### src/rtl/slp_pkg.sv
package slp_pkg;
  // Management register map
  localparam logic [4:0] REG_IRQ_CS = 5'h1b;
  localparam logic [4:0] REG_CTRL_TWO = 5'h1f;
  // Control-two field and reset value; polarity bit low means active-low output
  localparam int CTRL2_IRQ_POL = 9;
  localparam logic [15:0] CTRL2_RST = 16'h0000;
  // Interrupt control/status layout: enables high byte, pending low byte
  localparam int IRQ_W = 8;
  localparam int IRQ_EN_LSB = 8;
  localparam logic [7:0] IRQ_EN_RST = 8'h00;
  localparam logic [7:0] IRQ_ST_RST = 8'h00;
  // Management frame
  localparam int PRE_LEN = 32;
  localparam int HDR_BITS = 12;
  localparam int DATA_BITS = 16;
  localparam logic [1:0] OP_RD = 2'b10;
  localparam logic [1:0] OP_WR = 2'b01;
  localparam logic [4:0] PHY_ADDR_DEF = 5'h01;
  // Strap vector positions
  localparam int STRAP_DV = 0;
  localparam int STRAP_CLK = 1;
  localparam int STRAP_ER = 2;
  localparam int STRAP_IRQ = 3;
  localparam int STRAP_W = 4;
endpackage

### src/rtl/slp_mdio_slave.sv
`timescale 1ns/10ps
module slp_mdio_slave #(
  parameter logic [4:0] PHY_ADDR = slp_pkg::PHY_ADDR_DEF
) (
  input wire logic core_clk_i, // System clock
  input wire logic resetn_i, // Async reset, active low
  input wire logic mdc_i, // Management clock pin
  input wire logic mdio_i, // Management data pin level
  input wire logic [15:0] rd_data_i, // Read data for reg_addr_o
  output logic mdio_oe_o, // Pull data pin low
  output logic [4:0] reg_addr_o, // Addressed register
  output logic [15:0] wr_data_o, // Write data
  output logic wr_stb_o, // Write pulse
  output logic rd_stb_o // Read pulse, data captured same edge
);
  typedef enum logic [2:0] {S_PRE, S_ST, S_HDR, S_LOAD, S_TA, S_DATA} slp_mdio_st_e;

  logic mdc_s1, mdc_s2, mdc_s3, mdio_s1, mdio_s2;
  slp_mdio_st_e st_r, st_nxt;
  logic [5:0] cnt_r, cnt_nxt;
  logic [15:0] sh_r, sh_nxt;
  logic rd_r, rd_nxt, oe_nxt, wr_stb_nxt, rd_stb_nxt;
  logic [4:0] addr_nxt;
  logic [15:0] wd_nxt;
  logic mdc_rise;

  // Pin synchronisers; the edge detector reads only second and third stages
  always_ff @(posedge core_clk_i) begin
    mdc_s1 <= mdc_i;
    mdc_s2 <= mdc_s1;
    mdc_s3 <= mdc_s2;
    mdio_s1 <= mdio_i;
    mdio_s2 <= mdio_s1;
  end

  assign mdc_rise = mdc_s2 & ~mdc_s3;

  always_comb begin
    st_nxt = st_r;
    cnt_nxt = cnt_r;
    sh_nxt = sh_r;
    rd_nxt = rd_r;
    oe_nxt = mdio_oe_o;
    addr_nxt = reg_addr_o;
    wd_nxt = wr_data_o;
    wr_stb_nxt = 1'b0;
    rd_stb_nxt = 1'b0;
    if (st_r == S_LOAD) begin
      // Capture on the edge that clears the pending bits, so no event slips between
      sh_nxt = rd_data_i;
      st_nxt = S_TA;
    end else if (mdc_rise) begin
      unique case (st_r)
        S_PRE: begin
          if (mdio_s2) begin
            cnt_nxt = (cnt_r == 6'(slp_pkg::PRE_LEN)) ? cnt_r : cnt_r + 6'd1;
          end else if (cnt_r == 6'(slp_pkg::PRE_LEN)) begin
            st_nxt = S_ST;
            cnt_nxt = '0;
          end else begin
            cnt_nxt = '0;
          end
        end
        S_ST: begin
          st_nxt = mdio_s2 ? S_HDR : S_PRE;
          cnt_nxt = '0;
        end
        S_HDR: begin
          sh_nxt = {sh_r[14:0], mdio_s2};
          cnt_nxt = cnt_r + 6'd1;
          if (cnt_r == 6'(slp_pkg::HDR_BITS - 1)) begin
            cnt_nxt = '0;
            st_nxt = S_PRE;
            if (sh_nxt[9:5] == PHY_ADDR &&
                (sh_nxt[11:10] == slp_pkg::OP_RD || sh_nxt[11:10] == slp_pkg::OP_WR)) begin
              addr_nxt = sh_nxt[4:0];
              rd_nxt = (sh_nxt[11:10] == slp_pkg::OP_RD);
              rd_stb_nxt = rd_nxt;
              st_nxt = rd_nxt ? S_LOAD : S_TA;
            end
          end
        end
        S_LOAD: begin
        end
        S_TA: begin
          cnt_nxt = cnt_r + 6'd1;
          if (cnt_r == '0) begin
            oe_nxt = rd_r;
          end else begin
            st_nxt = S_DATA;
            cnt_nxt = '0;
            if (rd_r) begin
              oe_nxt = ~sh_r[15];
              sh_nxt = {sh_r[14:0], 1'b0};
            end
          end
        end
        S_DATA: begin
          cnt_nxt = cnt_r + 6'd1;
          if (rd_r) begin
            oe_nxt = ~sh_r[15];
            sh_nxt = {sh_r[14:0], 1'b0};
          end else begin
            sh_nxt = {sh_r[14:0], mdio_s2};
          end
          if (cnt_r == 6'(slp_pkg::DATA_BITS - 1)) begin
            st_nxt = S_PRE;
            cnt_nxt = '0;
            oe_nxt = 1'b0;
            if (!rd_r) begin
              wr_stb_nxt = 1'b1;
              wd_nxt = sh_nxt;
            end
          end
        end
      endcase
    end
  end

  always_ff @(posedge core_clk_i or negedge resetn_i) begin
    if (!resetn_i) begin
      st_r <= S_PRE;
      cnt_r <= '0;
      sh_r <= '0;
      rd_r <= 1'b0;
      mdio_oe_o <= 1'b0;
      reg_addr_o <= '0;
      wr_data_o <= '0;
      wr_stb_o <= 1'b0;
      rd_stb_o <= 1'b0;
    end else begin
      st_r <= st_nxt;
      cnt_r <= cnt_nxt;
      sh_r <= sh_nxt;
      rd_r <= rd_nxt;
      mdio_oe_o <= oe_nxt;
      reg_addr_o <= addr_nxt;
      wr_data_o <= wd_nxt;
      wr_stb_o <= wr_stb_nxt;
      rd_stb_o <= rd_stb_nxt;
    end
  end
endmodule // slp_mdio_slave

### src/rtl/slp_strap_irq.sv
`timescale 1ns/10ps
module slp_strap_irq #(
  parameter logic [4:0] PHY_ADDR = slp_pkg::PHY_ADDR_DEF
) (
  input wire logic core_clk_i, // System clock, 100 MHz
  input wire logic resetn_i, // Async reset, active low
  input wire logic mdc_i, // Management clock pin
  input wire logic mdio_i, // Management data pin level
  output logic mdio_o, // Management data drive value, always low
  output logic mdio_oe_o, // Management data pull-low enable
  input wire logic rx_dv_pin_i, // Receive-valid pin level
  input wire logic rx_clk_pin_i, // Receive-clock pin level
  input wire logic rx_er_pin_i, // Receive-error pin level
  input wire logic irq_out_pin_i, // Interrupt pin level
  input wire logic mii_rx_dv_i, // Receive valid from data path
  input wire logic mii_rx_clk_i, // Receive clock from data path
  input wire logic mii_rx_er_i, // Receive error from data path
  input wire logic [slp_pkg::IRQ_W-1:0] irq_events_i, // Interrupt event pulses
  input wire logic wake_opt2_sel_i, // Pin serves as wake output
  input wire logic wake_event_i, // Wake event pending, level
  output logic rx_dv_o, // Receive-valid pin value
  output logic rx_dv_oe_o, // Receive-valid pin enable
  output logic rx_clk_o, // Receive-clock pin value
  output logic rx_clk_oe_o, // Receive-clock pin enable
  output logic rx_er_o, // Receive-error pin value
  output logic rx_er_oe_o, // Receive-error pin enable
  output logic irq_out_o, // Interrupt pin value, always low
  output logic irq_out_oe_o, // Interrupt pin pull-low enable
  output logic cfg_strap_bit2_o, // Latched config strap bit 2
  output logic bcast_addr_disable_o, // Latched broadcast disable
  output logic isolate_o, // Latched isolate
  output logic chain_test_n_o // Latched pin-chain test select, active low
);
  logic [slp_pkg::STRAP_W-1:0] pin_s1, pin_s2, straps_r, straps_nxt;
  logic strap_done_r;
  logic [15:0] ctrl2_r, ctrl2_nxt, rd_data;
  logic [slp_pkg::IRQ_W-1:0] en_r, en_nxt, st_r, st_nxt;
  logic [4:0] reg_addr;
  logic [15:0] wr_data;
  logic wr_stb, rd_stb, rd_clr, irq_act, pol_high, wake_event_n_opt2, irq_oe_nxt;
  logic od_zero_r;
  logic [2:0] rx_nxt;
  logic rx_oe_nxt;

  slp_mdio_slave #(.PHY_ADDR(PHY_ADDR)) u_mdio (
    .core_clk_i(core_clk_i),
    .resetn_i(resetn_i),
    .mdc_i(mdc_i),
    .mdio_i(mdio_i),
    .rd_data_i(rd_data),
    .mdio_oe_o(mdio_oe_o),
    .reg_addr_o(reg_addr),
    .wr_data_o(wr_data),
    .wr_stb_o(wr_stb),
    .rd_stb_o(rd_stb)
  );

  // Pins are free-running into the synchroniser, so it holds the pulled
  // levels by the time reset lets go
  always_ff @(posedge core_clk_i) begin
    pin_s1 <= {irq_out_pin_i, rx_er_pin_i, rx_clk_pin_i, rx_dv_pin_i};
    pin_s2 <= pin_s1;
  end

  always_comb begin
    straps_nxt = strap_done_r ? straps_r : pin_s2;
    ctrl2_nxt = (wr_stb && reg_addr == slp_pkg::REG_CTRL_TWO) ? wr_data : ctrl2_r;
    en_nxt = (wr_stb && reg_addr == slp_pkg::REG_IRQ_CS) ?
             wr_data[slp_pkg::IRQ_EN_LSB +: slp_pkg::IRQ_W] : en_r;
    // Pending bits clear on read; a new event in that cycle still sets
    rd_clr = rd_stb && reg_addr == slp_pkg::REG_IRQ_CS;
    st_nxt = (st_r & ~{slp_pkg::IRQ_W{rd_clr}}) | irq_events_i;
    irq_act = |(st_r & en_r);
    pol_high = ctrl2_r[slp_pkg::CTRL2_IRQ_POL];
    wake_event_n_opt2 = ~wake_event_i;
    rx_nxt = {mii_rx_er_i, mii_rx_clk_i, mii_rx_dv_i};
    // Pins stay released until the straps are latched, or a strap would read our own drive
    rx_oe_nxt = strap_done_r;
    // Open drain cannot drive high: active-high means pull low while idle
    if (!strap_done_r) begin
      irq_oe_nxt = 1'b0;
    end else if (wake_opt2_sel_i) begin
      irq_oe_nxt = ~wake_event_n_opt2;
    end else begin
      irq_oe_nxt = pol_high ? ~irq_act : irq_act;
    end
    unique case (reg_addr)
      slp_pkg::REG_IRQ_CS: rd_data = {en_r, st_r};
      slp_pkg::REG_CTRL_TWO: rd_data = ctrl2_r;
      default: rd_data = 16'h0000;
    endcase
  end

  always_ff @(posedge core_clk_i or negedge resetn_i) begin
    if (!resetn_i) begin
      strap_done_r <= 1'b0;
      straps_r <= '0;
      ctrl2_r <= slp_pkg::CTRL2_RST;
      en_r <= slp_pkg::IRQ_EN_RST;
      st_r <= slp_pkg::IRQ_ST_RST;
      rx_dv_o <= 1'b0;
      rx_clk_o <= 1'b0;
      rx_er_o <= 1'b0;
      rx_dv_oe_o <= 1'b0;
      rx_clk_oe_o <= 1'b0;
      rx_er_oe_o <= 1'b0;
      irq_out_oe_o <= 1'b0;
      od_zero_r <= 1'b0;
    end else begin
      strap_done_r <= 1'b1;
      straps_r <= straps_nxt;
      ctrl2_r <= ctrl2_nxt;
      en_r <= en_nxt;
      st_r <= st_nxt;
      rx_dv_o <= rx_nxt[0];
      rx_clk_o <= rx_nxt[1];
      rx_er_o <= rx_nxt[2];
      rx_dv_oe_o <= rx_oe_nxt;
      rx_clk_oe_o <= rx_oe_nxt;
      rx_er_oe_o <= rx_oe_nxt;
      irq_out_oe_o <= irq_oe_nxt;
      od_zero_r <= 1'b0;
    end
  end

  assign irq_out_o = od_zero_r;
  assign mdio_o = od_zero_r;
  assign cfg_strap_bit2_o = straps_r[slp_pkg::STRAP_DV];
  assign bcast_addr_disable_o = straps_r[slp_pkg::STRAP_CLK];
  assign isolate_o = straps_r[slp_pkg::STRAP_ER];
  assign chain_test_n_o = straps_r[slp_pkg::STRAP_IRQ];

  // One copy per pending bit: a bit only drops on a clearing read
  for (genvar b = 0; b < slp_pkg::IRQ_W; b++) begin : g_pend_hold

  end
endmodule // slp_strap_irq

### config.mk
export PLATFORM = sky130hd
export DESIGN_NAME = slp_strap_irq
export DESIGN_NICKNAME = d
export VERILOG_FILES = /design/src/rtl/slp_pkg.sv /design/src/rtl/slp_mdio_slave.sv /design/src/rtl/slp_strap_irq.sv
export SDC_FILE = /design/constraint.sdc
export NUM_CORES = 1
export LEC_CHECK = 0
export ABC_AREA = 1
export BUFFER_PORTS_ARGS = -buffer_cell sky130_fd_sc_hd__buf_2
export CORE_ASPECT_RATIO = 0.75
export CORE_MARGIN = 2
export CORE_UTILIZATION = 54
export CTS_BUF_LIST = sky130_fd_sc_hd__clkbuf_16
export DETAILED_ROUTE_END_ITERATION = 16
export GPL_TIMING_DRIVEN = 0
export PLACE_DENSITY = 0.76
export SLEW_MARGIN = 20
export SYNTH_ARGS = -nofsm -noshare
export SYNTH_HDL_FRONTEND = slang
export SYNTH_SLANG_ARGS = --single-unit
export TNS_END_PERCENT = 100
### constraint.sdc
create_clock -name core_clk_i -period 1.55 [get_ports core_clk_i]
set_input_delay 0.31 -clock core_clk_i [delete_from_list [all_inputs] [get_ports core_clk_i]]
set_output_delay 0.31 -clock core_clk_i [all_outputs]
set_load 0.01 [all_outputs]
# --- Yosys cells after proc, flatten, opt, wreduce, memory -nomap -nowiden ---
# Cells that the tools add are included.
# Widths: inputs -> output; s select.
word_totals:
  mem_count: 0
  mem_bits_ro: 0
  output_inout_bits: 14
  latch_bits: 0
  ff_bits: 105
  ramBits: 0
  wordCells: 117
  in_bits: 21
op_classes:
  addsub: 1
  bitwise: 10
  reduce_logical: 19
  mul: 0
  n_eq_ne: 20
  n_shift: 0
  mux: 41
  n_lt_le_gt_ge: 0
  div_mod_pow: 0
op_table:
  columns: ["operator", "count"]
  rows:
  - ["$mux 16", 4]
  - ["$pmux 16 s3", 1]
  - ["$pmux 16 s2", 1]
  - ["$mux 6", 5]
  - ["$pmux 6 s5", 1]
  - ["$mux 3", 9]
  - ["$mux 1", 17]
  - ["$and 8x8->8", 2]
  - ["$pmux 3 s5", 1]
  - ["$eq 6x4->1 const B", 2]
  - ["$ne 3x1->1 const B", 4]
  - ["$eq 5x5->1 const B", 2]
  - ["$reduce_and 5->1", 2]
  - ["$not 8->8", 1]
  - ["$or 8x8->8", 1]
  - ["$reduce_and 4->1", 2]
  - ["$reduce_or 8->1", 1]
  - ["$reduce_and 7->1", 1]
  - ["$add 6x1->6 const B", 1]
  - ["$eq 3x2->1 const B", 2]
  - ["$eq 3x3->1 const B", 2]
  - ["$eq 6x6->1 const B", 1]
  - ["$logic_not 6->1", 1]
  - ["$ne 3x3->1 const B", 2]
  - ["other kinds (17)", 25]

# --- Logic depth before layout (Yosys ltp) ---
logic_depth:
  depth_word: 8
  ltp_mapped: 11
  depth_no_buf: 11

# --- Modules after synthesis ---
# Synthesis repeated with hierarchy kept, for this count alone.
hier_totals:
  cells_unflattened: 546
  area_unflattened_um2: 4754.6
by_module_without_submodules:
  columns: ["mod", "instances", "area_each_um2", "seq_area_each_um2", "cells_each"]
  rows:
  - ["slp_mdio_slave", 1, 2663.8, 1351.3, 341]
  - ["slp_strap_irq", 1, 2090.8, 1211.2, 205]

# --- Worst setup path after synthesis ---
# No wires, ideal clock.
synth_timing:
  path_kind: "reg-to-reg"
  start: "register u_mdio.st_r[1]"
  end: "register u_mdio.sh_r[10]"
  path_buffers: 1
  stages_incl_launch_ff: 10
  setup_time_ns: 0.124
  slack_ns: -0.035
  synth_period_minus_slack_ns: 1.585
  t_required_ns: 1.426
  arrival_time_ns: 1.461
  path_cell_list: "dfrtp_1 -> inv_2 -> ha_1 -> inv_1 -> nand3_2 -> nor2_8 -> inv_4 -> buf_4 -> nand2_1 -> nand2_1"
synth_between:
  elab_chain_cells: 4
  word_cells_on_any_way: 12
  classes_between: "eq/ne (6); mux (3); reduce/logical (3)"
synth_lines:
  columns: ["item", "line_no", "source"]
  rows:
  - ["from (decl)", "slp_mdio_slave.sv:19", "slp_mdio_st_e st_r, st_nxt;"]
  - ["from (signal assigned)", "slp_mdio_slave.sv:132", "st_r <= st_nxt;"]
  - ["$eq 3x3->1 / $eq 3x2->1 (equally long branches)", "slp_mdio_slave.sv:53", "unique case (st_r)"]
  - ["$pmux 16 s3", "slp_mdio_slave.sv:53", null]
  - ["$mux 16", "slp_mdio_slave.sv:52", "end else if (mdc_rise) begin"]
  - ["$mux 16", "slp_mdio_slave.sv:48", "if (st_r == S_LOAD) begin"]
  - ["to (signal assigned)", "slp_mdio_slave.sv:134", "sh_r <= sh_nxt;"]
  - ["to (decl)", "slp_mdio_slave.sv:21", "logic [15:0] sh_r, sh_nxt;"]
# Parallel ways exist; a longest one is shown, timed or not. The select of a mux whose other input is x is not followed.
# A chain may end at the register's enable or synchronous reset.

# --- Worst setup path after layout ---
layout_timing:
  start: "register u_mdio.cnt_r[0]"
  end: "register u_mdio.cnt_r[1]"
layout_between:
  elab_chain_cells: 4
  word_cells_on_any_way: 13
  classes_between: "add/sub (1); eq/ne (4); mux (6); reduce/logical (2)"
layout_lines:
  columns: ["item", "line_no", "source"]
  rows:
  - ["from (decl)", "slp_mdio_slave.sv:20", "logic [5:0] cnt_r, cnt_nxt;"]
  - ["from (signal assigned)", "slp_mdio_slave.sv:133", "cnt_r <= cnt_nxt;"]
  - ["$add 6x1->6", null, null]
  - ["$mux 6", "slp_mdio_slave.sv:56", "cnt_nxt = (cnt_r == 6'(slp_pkg::PRE_LEN)) ? cnt_r : cnt_r + 6'd1;"]
  - ["$mux 6", "slp_mdio_slave.sv:55", "if (mdio_s2) begin"]
  - ["$pmux 6 s5", "slp_mdio_slave.sv:53", null]
# Parallel ways exist; a longest one is shown, timed or not. The select of a mux whose other input is x is not followed.

==> impl_metrics.xml <==
<?xml version="1.0" encoding="UTF-8"?>
<metrics>
  <group name="worst_setup_path">
    <metric name="critPathKind" unit="">reg -&gt; reg</metric>
    <metric name="ff2ff_path_depth" unit="">9</metric>
    <metric name="worst_ep_arrival_time" unit="ns">1.94</metric>
    <metric name="regToRegStartpoint" unit="">u_mdio.cnt_r[0]</metric>
    <metric name="r2r_end" unit="">u_mdio.cnt_r[1]</metric>
    <metric name="critical_path.endpoint_type" unit="">register</metric>
    <metric name="timing.critical_path.slowest_stage_cell" unit="">sky130_fd_sc_hd__dfrtp_2</metric>
    <metric name="critPathLaunchType" unit="">register</metric>
    <metric name="critPathMaxFanout" unit="">7</metric>
    <metric name="path_delay_family" unit="">simple AND/OR/NAND/NOR gates</metric>
    <metric name="cp_slowest_stage_delay" unit="ns">0.44</metric>
    <metric name="worstPathRequired" unit="ns">1.80</metric>
    <metric name="critical_path_depth" unit="">9</metric>
    <metric name="crit_chain" unit="">inv_2 -&gt; ha_4 -&gt; nand2_4 -&gt; nor2_1 -&gt; nand2_2 -&gt; nand2_4 -&gt; inv_2 -&gt; nand4_1 -&gt; nand2_1</metric>
    <metric name="reg2reg_slack" unit="ns">-0.15</metric>
    <metric name="combined_buffer_and_inverter_count_along_the_critical_path" unit="">2</metric>
  </group>
  <group name="cells_and_area">
    <metric name="mostFrequentLayoutCells" unit="">140 x sky130_fd_sc_hd__nand2_1, 87 x sky130_fd_sc_hd__dfrtp_1, 47 x sky130_fd_sc_hd__buf_4, 44 x sky130_fd_sc_hd__inv_1, 31 x sky130_fd_sc_hd__buf_2</metric>
    <metric name="layout.cells.most_common" unit="">sky130_fd_sc_hd__nand2_1</metric>
    <metric name="syn_to_layout_area_delta" unit="%">33.2</metric>
    <metric name="filler_cell_count" unit="">573</metric>
    <metric name="multi_input_area" unit="um2">2140</metric>
    <metric name="post_layout_nonfiller_instances" unit="">733</metric>
    <metric name="antennaDiodeCount" unit="">0</metric>
    <metric name="layout.nets" unit="">646</metric>
    <metric name="final_layout_size_suffix_gt1_share" unit="%">36.5</metric>
    <metric name="fin_util" unit="%">74.0</metric>
    <metric name="seq_area" unit="um2">2570</metric>
  </group>
  <group name="timing">
    <metric name="totalNegativeSetupSlack" unit="ns">-2.22</metric>
    <metric name="fin_crit" unit="ns">1.70</metric>
    <metric name="finalMaxSlewViolations" unit="">0</metric>
    <metric name="rsz0062_at_grt" unit="">true</metric>
    <metric name="final_critical_path_setup_slack" unit="ns">-0.148</metric>
    <metric name="report.final.setup_viol" unit="">37</metric>
    <metric name="timing_hold_violations_final" unit="">0</metric>
    <metric name="finalHoldWorstSlack" unit="ns">0.0538</metric>
    <metric name="skew" unit="ns">0.00857</metric>
    <metric name="tcrit_tclk_final" unit="%">110</metric>
    <metric name="clock.fmax" unit="MHz">589</metric>
  </group>
  <group name="routing">
    <metric name="drt-vias-per-instance" unit="">5.68</metric>
    <metric name="drt_pass1_iterations" unit="">5</metric>
    <metric name="route.antenna.remaining_nets" unit="">0</metric>
    <metric name="initialDrtViolationCount" unit="">400</metric>
    <metric name="final_routed_wirelength_across_all_metal_layers" unit="um">13000</metric>
    <metric name="via_count" unit="">4167</metric>
    <metric name="drcViolationCount" unit="">0</metric>
    <metric name="drt-wirelength-per-cell" unit="um">17.8</metric>
  </group>
  <group name="synth">
    <metric name="post_synthesis_cells" unit="">526</metric>
    <metric name="yosys.area_share.xor_xnor" unit="%">0</metric>
    <metric name="synth_top_cells_by_area" unit="">sky130_fd_sc_hd__dfrtp_1 49%, sky130_fd_sc_hd__nand2_1 14%, sky130_fd_sc_hd__dfxtp_1 5.6%</metric>
    <metric name="synth_compound_gate_area_share" unit="%">9.36</metric>
    <metric name="synth_top_family_by_area" unit="">simple AND/OR/NAND/NOR gates</metric>
    <metric name="synth-main-ff-cell" unit="">sky130_fd_sc_hd__dfrtp_1</metric>
    <metric name="ys_warn_count" unit="">0</metric>
    <metric name="synth.area.mux_share" unit="%">3.21</metric>
    <metric name="synth-async-reset-ratio" unit="%">87.6</metric>
    <metric name="yosys.area.top_type" unit="">sky130_fd_sc_hd__dfrtp_1</metric>
    <metric name="synth.ff_latch_count" unit="">105</metric>
    <metric name="yosys.area_share.adder" unit="%">1.34</metric>
    <metric name="count_of_different_cell_masters_after_synthesis" unit="">37</metric>
    <metric name="sequential_area_share_after_synthesis" unit="%">54.8</metric>
    <metric name="postSynthAreaPerCell" unit="um2">8.89</metric>
    <metric name="number_of_enable_flip_flop_cells_after_synthesis" unit="">0</metric>
    <metric name="mappedNetlistArea" unit="um2">4680</metric>
    <metric name="yosys.area_share.simple" unit="%">23.9</metric>
    <metric name="synth_top_area_share" unit="%">49.2</metric>
  </group>
  <group name="pwr">
    <metric name="power_density" unit="nW/um2">891</metric>
    <metric name="internal_power" unit="uW">4230</metric>
    <metric name="seq_power_share" unit="%">50.8</metric>
    <metric name="power.share.combinational" unit="%">7.4</metric>
    <metric name="switching_share" unit="%">23.8</metric>
    <metric name="power.static_leakage" unit="uW">0.00306</metric>
    <metric name="power.ir.vdd_worst" unit="uV">889</metric>
    <metric name="power.switching" unit="uW">1320</metric>
    <metric name="p_clk_share" unit="%">41.8</metric>
  </group>
  <group name="floorplanning">
    <metric name="die_width" unit="um">111</metric>
    <metric name="die_h" unit="um">84.6</metric>
    <metric name="fp.coreArea" unit="um2">8420</metric>
    <metric name="floorplan.initialDensity" unit="%">55.6</metric>
    <metric name="placementRows" unit="">29</metric>
    <metric name="floorplan.die_area" unit="um2">9430</metric>
    <metric name="io_pins" unit="">35</metric>
  </group>
  <group name="placed_design">
    <metric name="portBuffers" unit="">32</metric>
    <metric name="place.detailed.instances" unit="">668</metric>
    <metric name="dpl_wire_length" unit="um">7180</metric>
    <metric name="setup_ws_pre_cts" unit="ns">-0.428</metric>
    <metric name="place_congestion" unit="">0.879</metric>
  </group>
  <group name="cts">
    <metric name="clk_latency" unit="ns">0.36</metric>
    <metric name="clock_buffer_count_from_cts" unit="">9</metric>
    <metric name="cts_root_buffer" unit="">sky130_fd_sc_hd__clkbuf_16</metric>
    <metric name="cts.clk_slew.worst_paths" unit="ns">0.08</metric>
    <metric name="tritoncts" unit="">done</metric>
    <metric name="number_of_clock_sinks_seen_by_cts" unit="">105</metric>
    <metric name="cts_htree_levels" unit="">3</metric>
    <metric name="cts.path.max_buffers" unit="">2</metric>
  </group>
  <group name="status">
    <metric name="violations_in_the_final_reports" unit="">setup timing</metric>
    <metric name="run_status" unit="">finished, violations left</metric>
  </group>
  <group name="flow_run">
    <metric name="drv.max_cap_violation_count" unit="">0</metric>
  </group>
  <group name="worst_hold_path">
    <metric name="min_to" unit="">u_mdio.mdc_s1</metric>
    <metric name="hold_depth" unit="">1</metric>
    <metric name="min-delay-start" unit="">mdc_i</metric>
    <metric name="worst_hold_path_type" unit="">in -&gt; reg</metric>
  </group>
  <group name="grt">
    <metric name="grt_usage" unit="%">25.6</metric>
    <metric name="global_route.overflow_total" unit="">0</metric>
    <metric name="first_global_vias" unit="">3827</metric>
    <metric name="grt_max_degree" unit="">78</metric>
    <metric name="grt_antenna_before_repair" unit="">0</metric>
    <metric name="global_route_wire_length_before_repair" unit="um">18900</metric>
  </group>
</metrics>
==> state kept, by name (all words and copies together) (netlist names), 3 cells and up <==
name	count
en_r	8
u_mdio.cnt_r	6
u_mdio.wr_data_o	16
pin_s2	4
pin_s1	4
ctrl2_r	16
u_mdio.st_r	3
straps_r	4
u_mdio.sh_r	16
u_mdio.reg_addr_o	5
st_r	8
==> area by class of cell <==
| cell class | count | share of cell area (%) |
|---|---|---|
| clock inverter | 7 | 1.29 |
| timing repair buffer | 85 | 11.0 |
| inverter | 61 | 4.08 |
| clock buffer | 9 | 3.62 |
| buffer | 15 | 2.31 |
| multi-input combinational | 343 | 34.3 |
| sequential | 105 | 41.2 |
| tap | 108 | 2.17 |
==> power by group through the flow <==
stage,sequential (uW),clock (uW),combinational (uW)
2_1_floorplan,2870,0,115
3_3_place_gp,2860,0,234
3_5_place_dp,2870,0,250
4_1_cts,2810,2360,310
5_1_grt,2820,2460,441
6_report,2820,2320,410
==> per-layer routing <==
| metal | share of wire, % | global-route usage, % | up-vias |
|---|---|---|---|
| met5 | 0 | 0 | - |
| met4 | 3.9 | 7.74 | 0 |
| met3 | 10 | 8.45 | 64 |
| met2 | 45 | 38.1 | 252 |
| met1 | 41 | 36.0 | 1970 |
| li1 | - | - | 1881 |
==> worst max-delay path by stage <==
stage | startpoint | to | slack, ns
2_1_floorplan | u_mdio.cnt_r[0] | u_mdio.wr_data_o[15] | -0.005
3_3_place_gp | resetn_i | u_mdio.st_r[1] | -0.84
3_5_place_dp | u_mdio.cnt_r[0] | u_mdio.wr_data_o[12] | -0.43
4_1_cts | u_mdio.cnt_r[1] | u_mdio.wr_data_o[12] | -0.02
5_1_grt | u_mdio.cnt_r[0] | u_mdio.cnt_r[1] | -0.17
6_report | u_mdio.cnt_r[0] | u_mdio.cnt_r[1] | -0.15
==> timing repair <==
action	CTS	global route
cloned	0	4
endpoints found under the hold margin	15	0
setup buffers	27	21
endpoints found under the setup margin	76	61
resized for setup	44	118
hold buffers	1	0
pin swaps	11	34
==> metrics by stage <==
stage	total power (uW)	cell area [um2]
after floorplan	2990	4680
after CTS	5480	5620
after detailed placement	3120	5010
after global placement	3100	4980
after global routing	5720	6230
final	5550	6230
==> Yosys cell counts, drive strengths merged (7+ instances only) <==
library cell and instances:
nand2 173, dfrtp 92, inv 61, o21ai 45, nand3 39, nor2 21, o211ai 15, dfxtp 13
mux2 12, buf 11, nand4 8, o21bai 8, clkbuf 7
==> cell families (layout without fill, tap and decap cells) <==
family                     count (synthesis)  count (layout)
AOI/OAI and AO/OA                         75              75
muxes                                     12              12
DFF                                      105             105
and+or+nand+nor                          248             248
adders and majority gates                  5               5
other                                      2               3
buffers and inverters                     79             177
(Power assumes the default switching activity.)
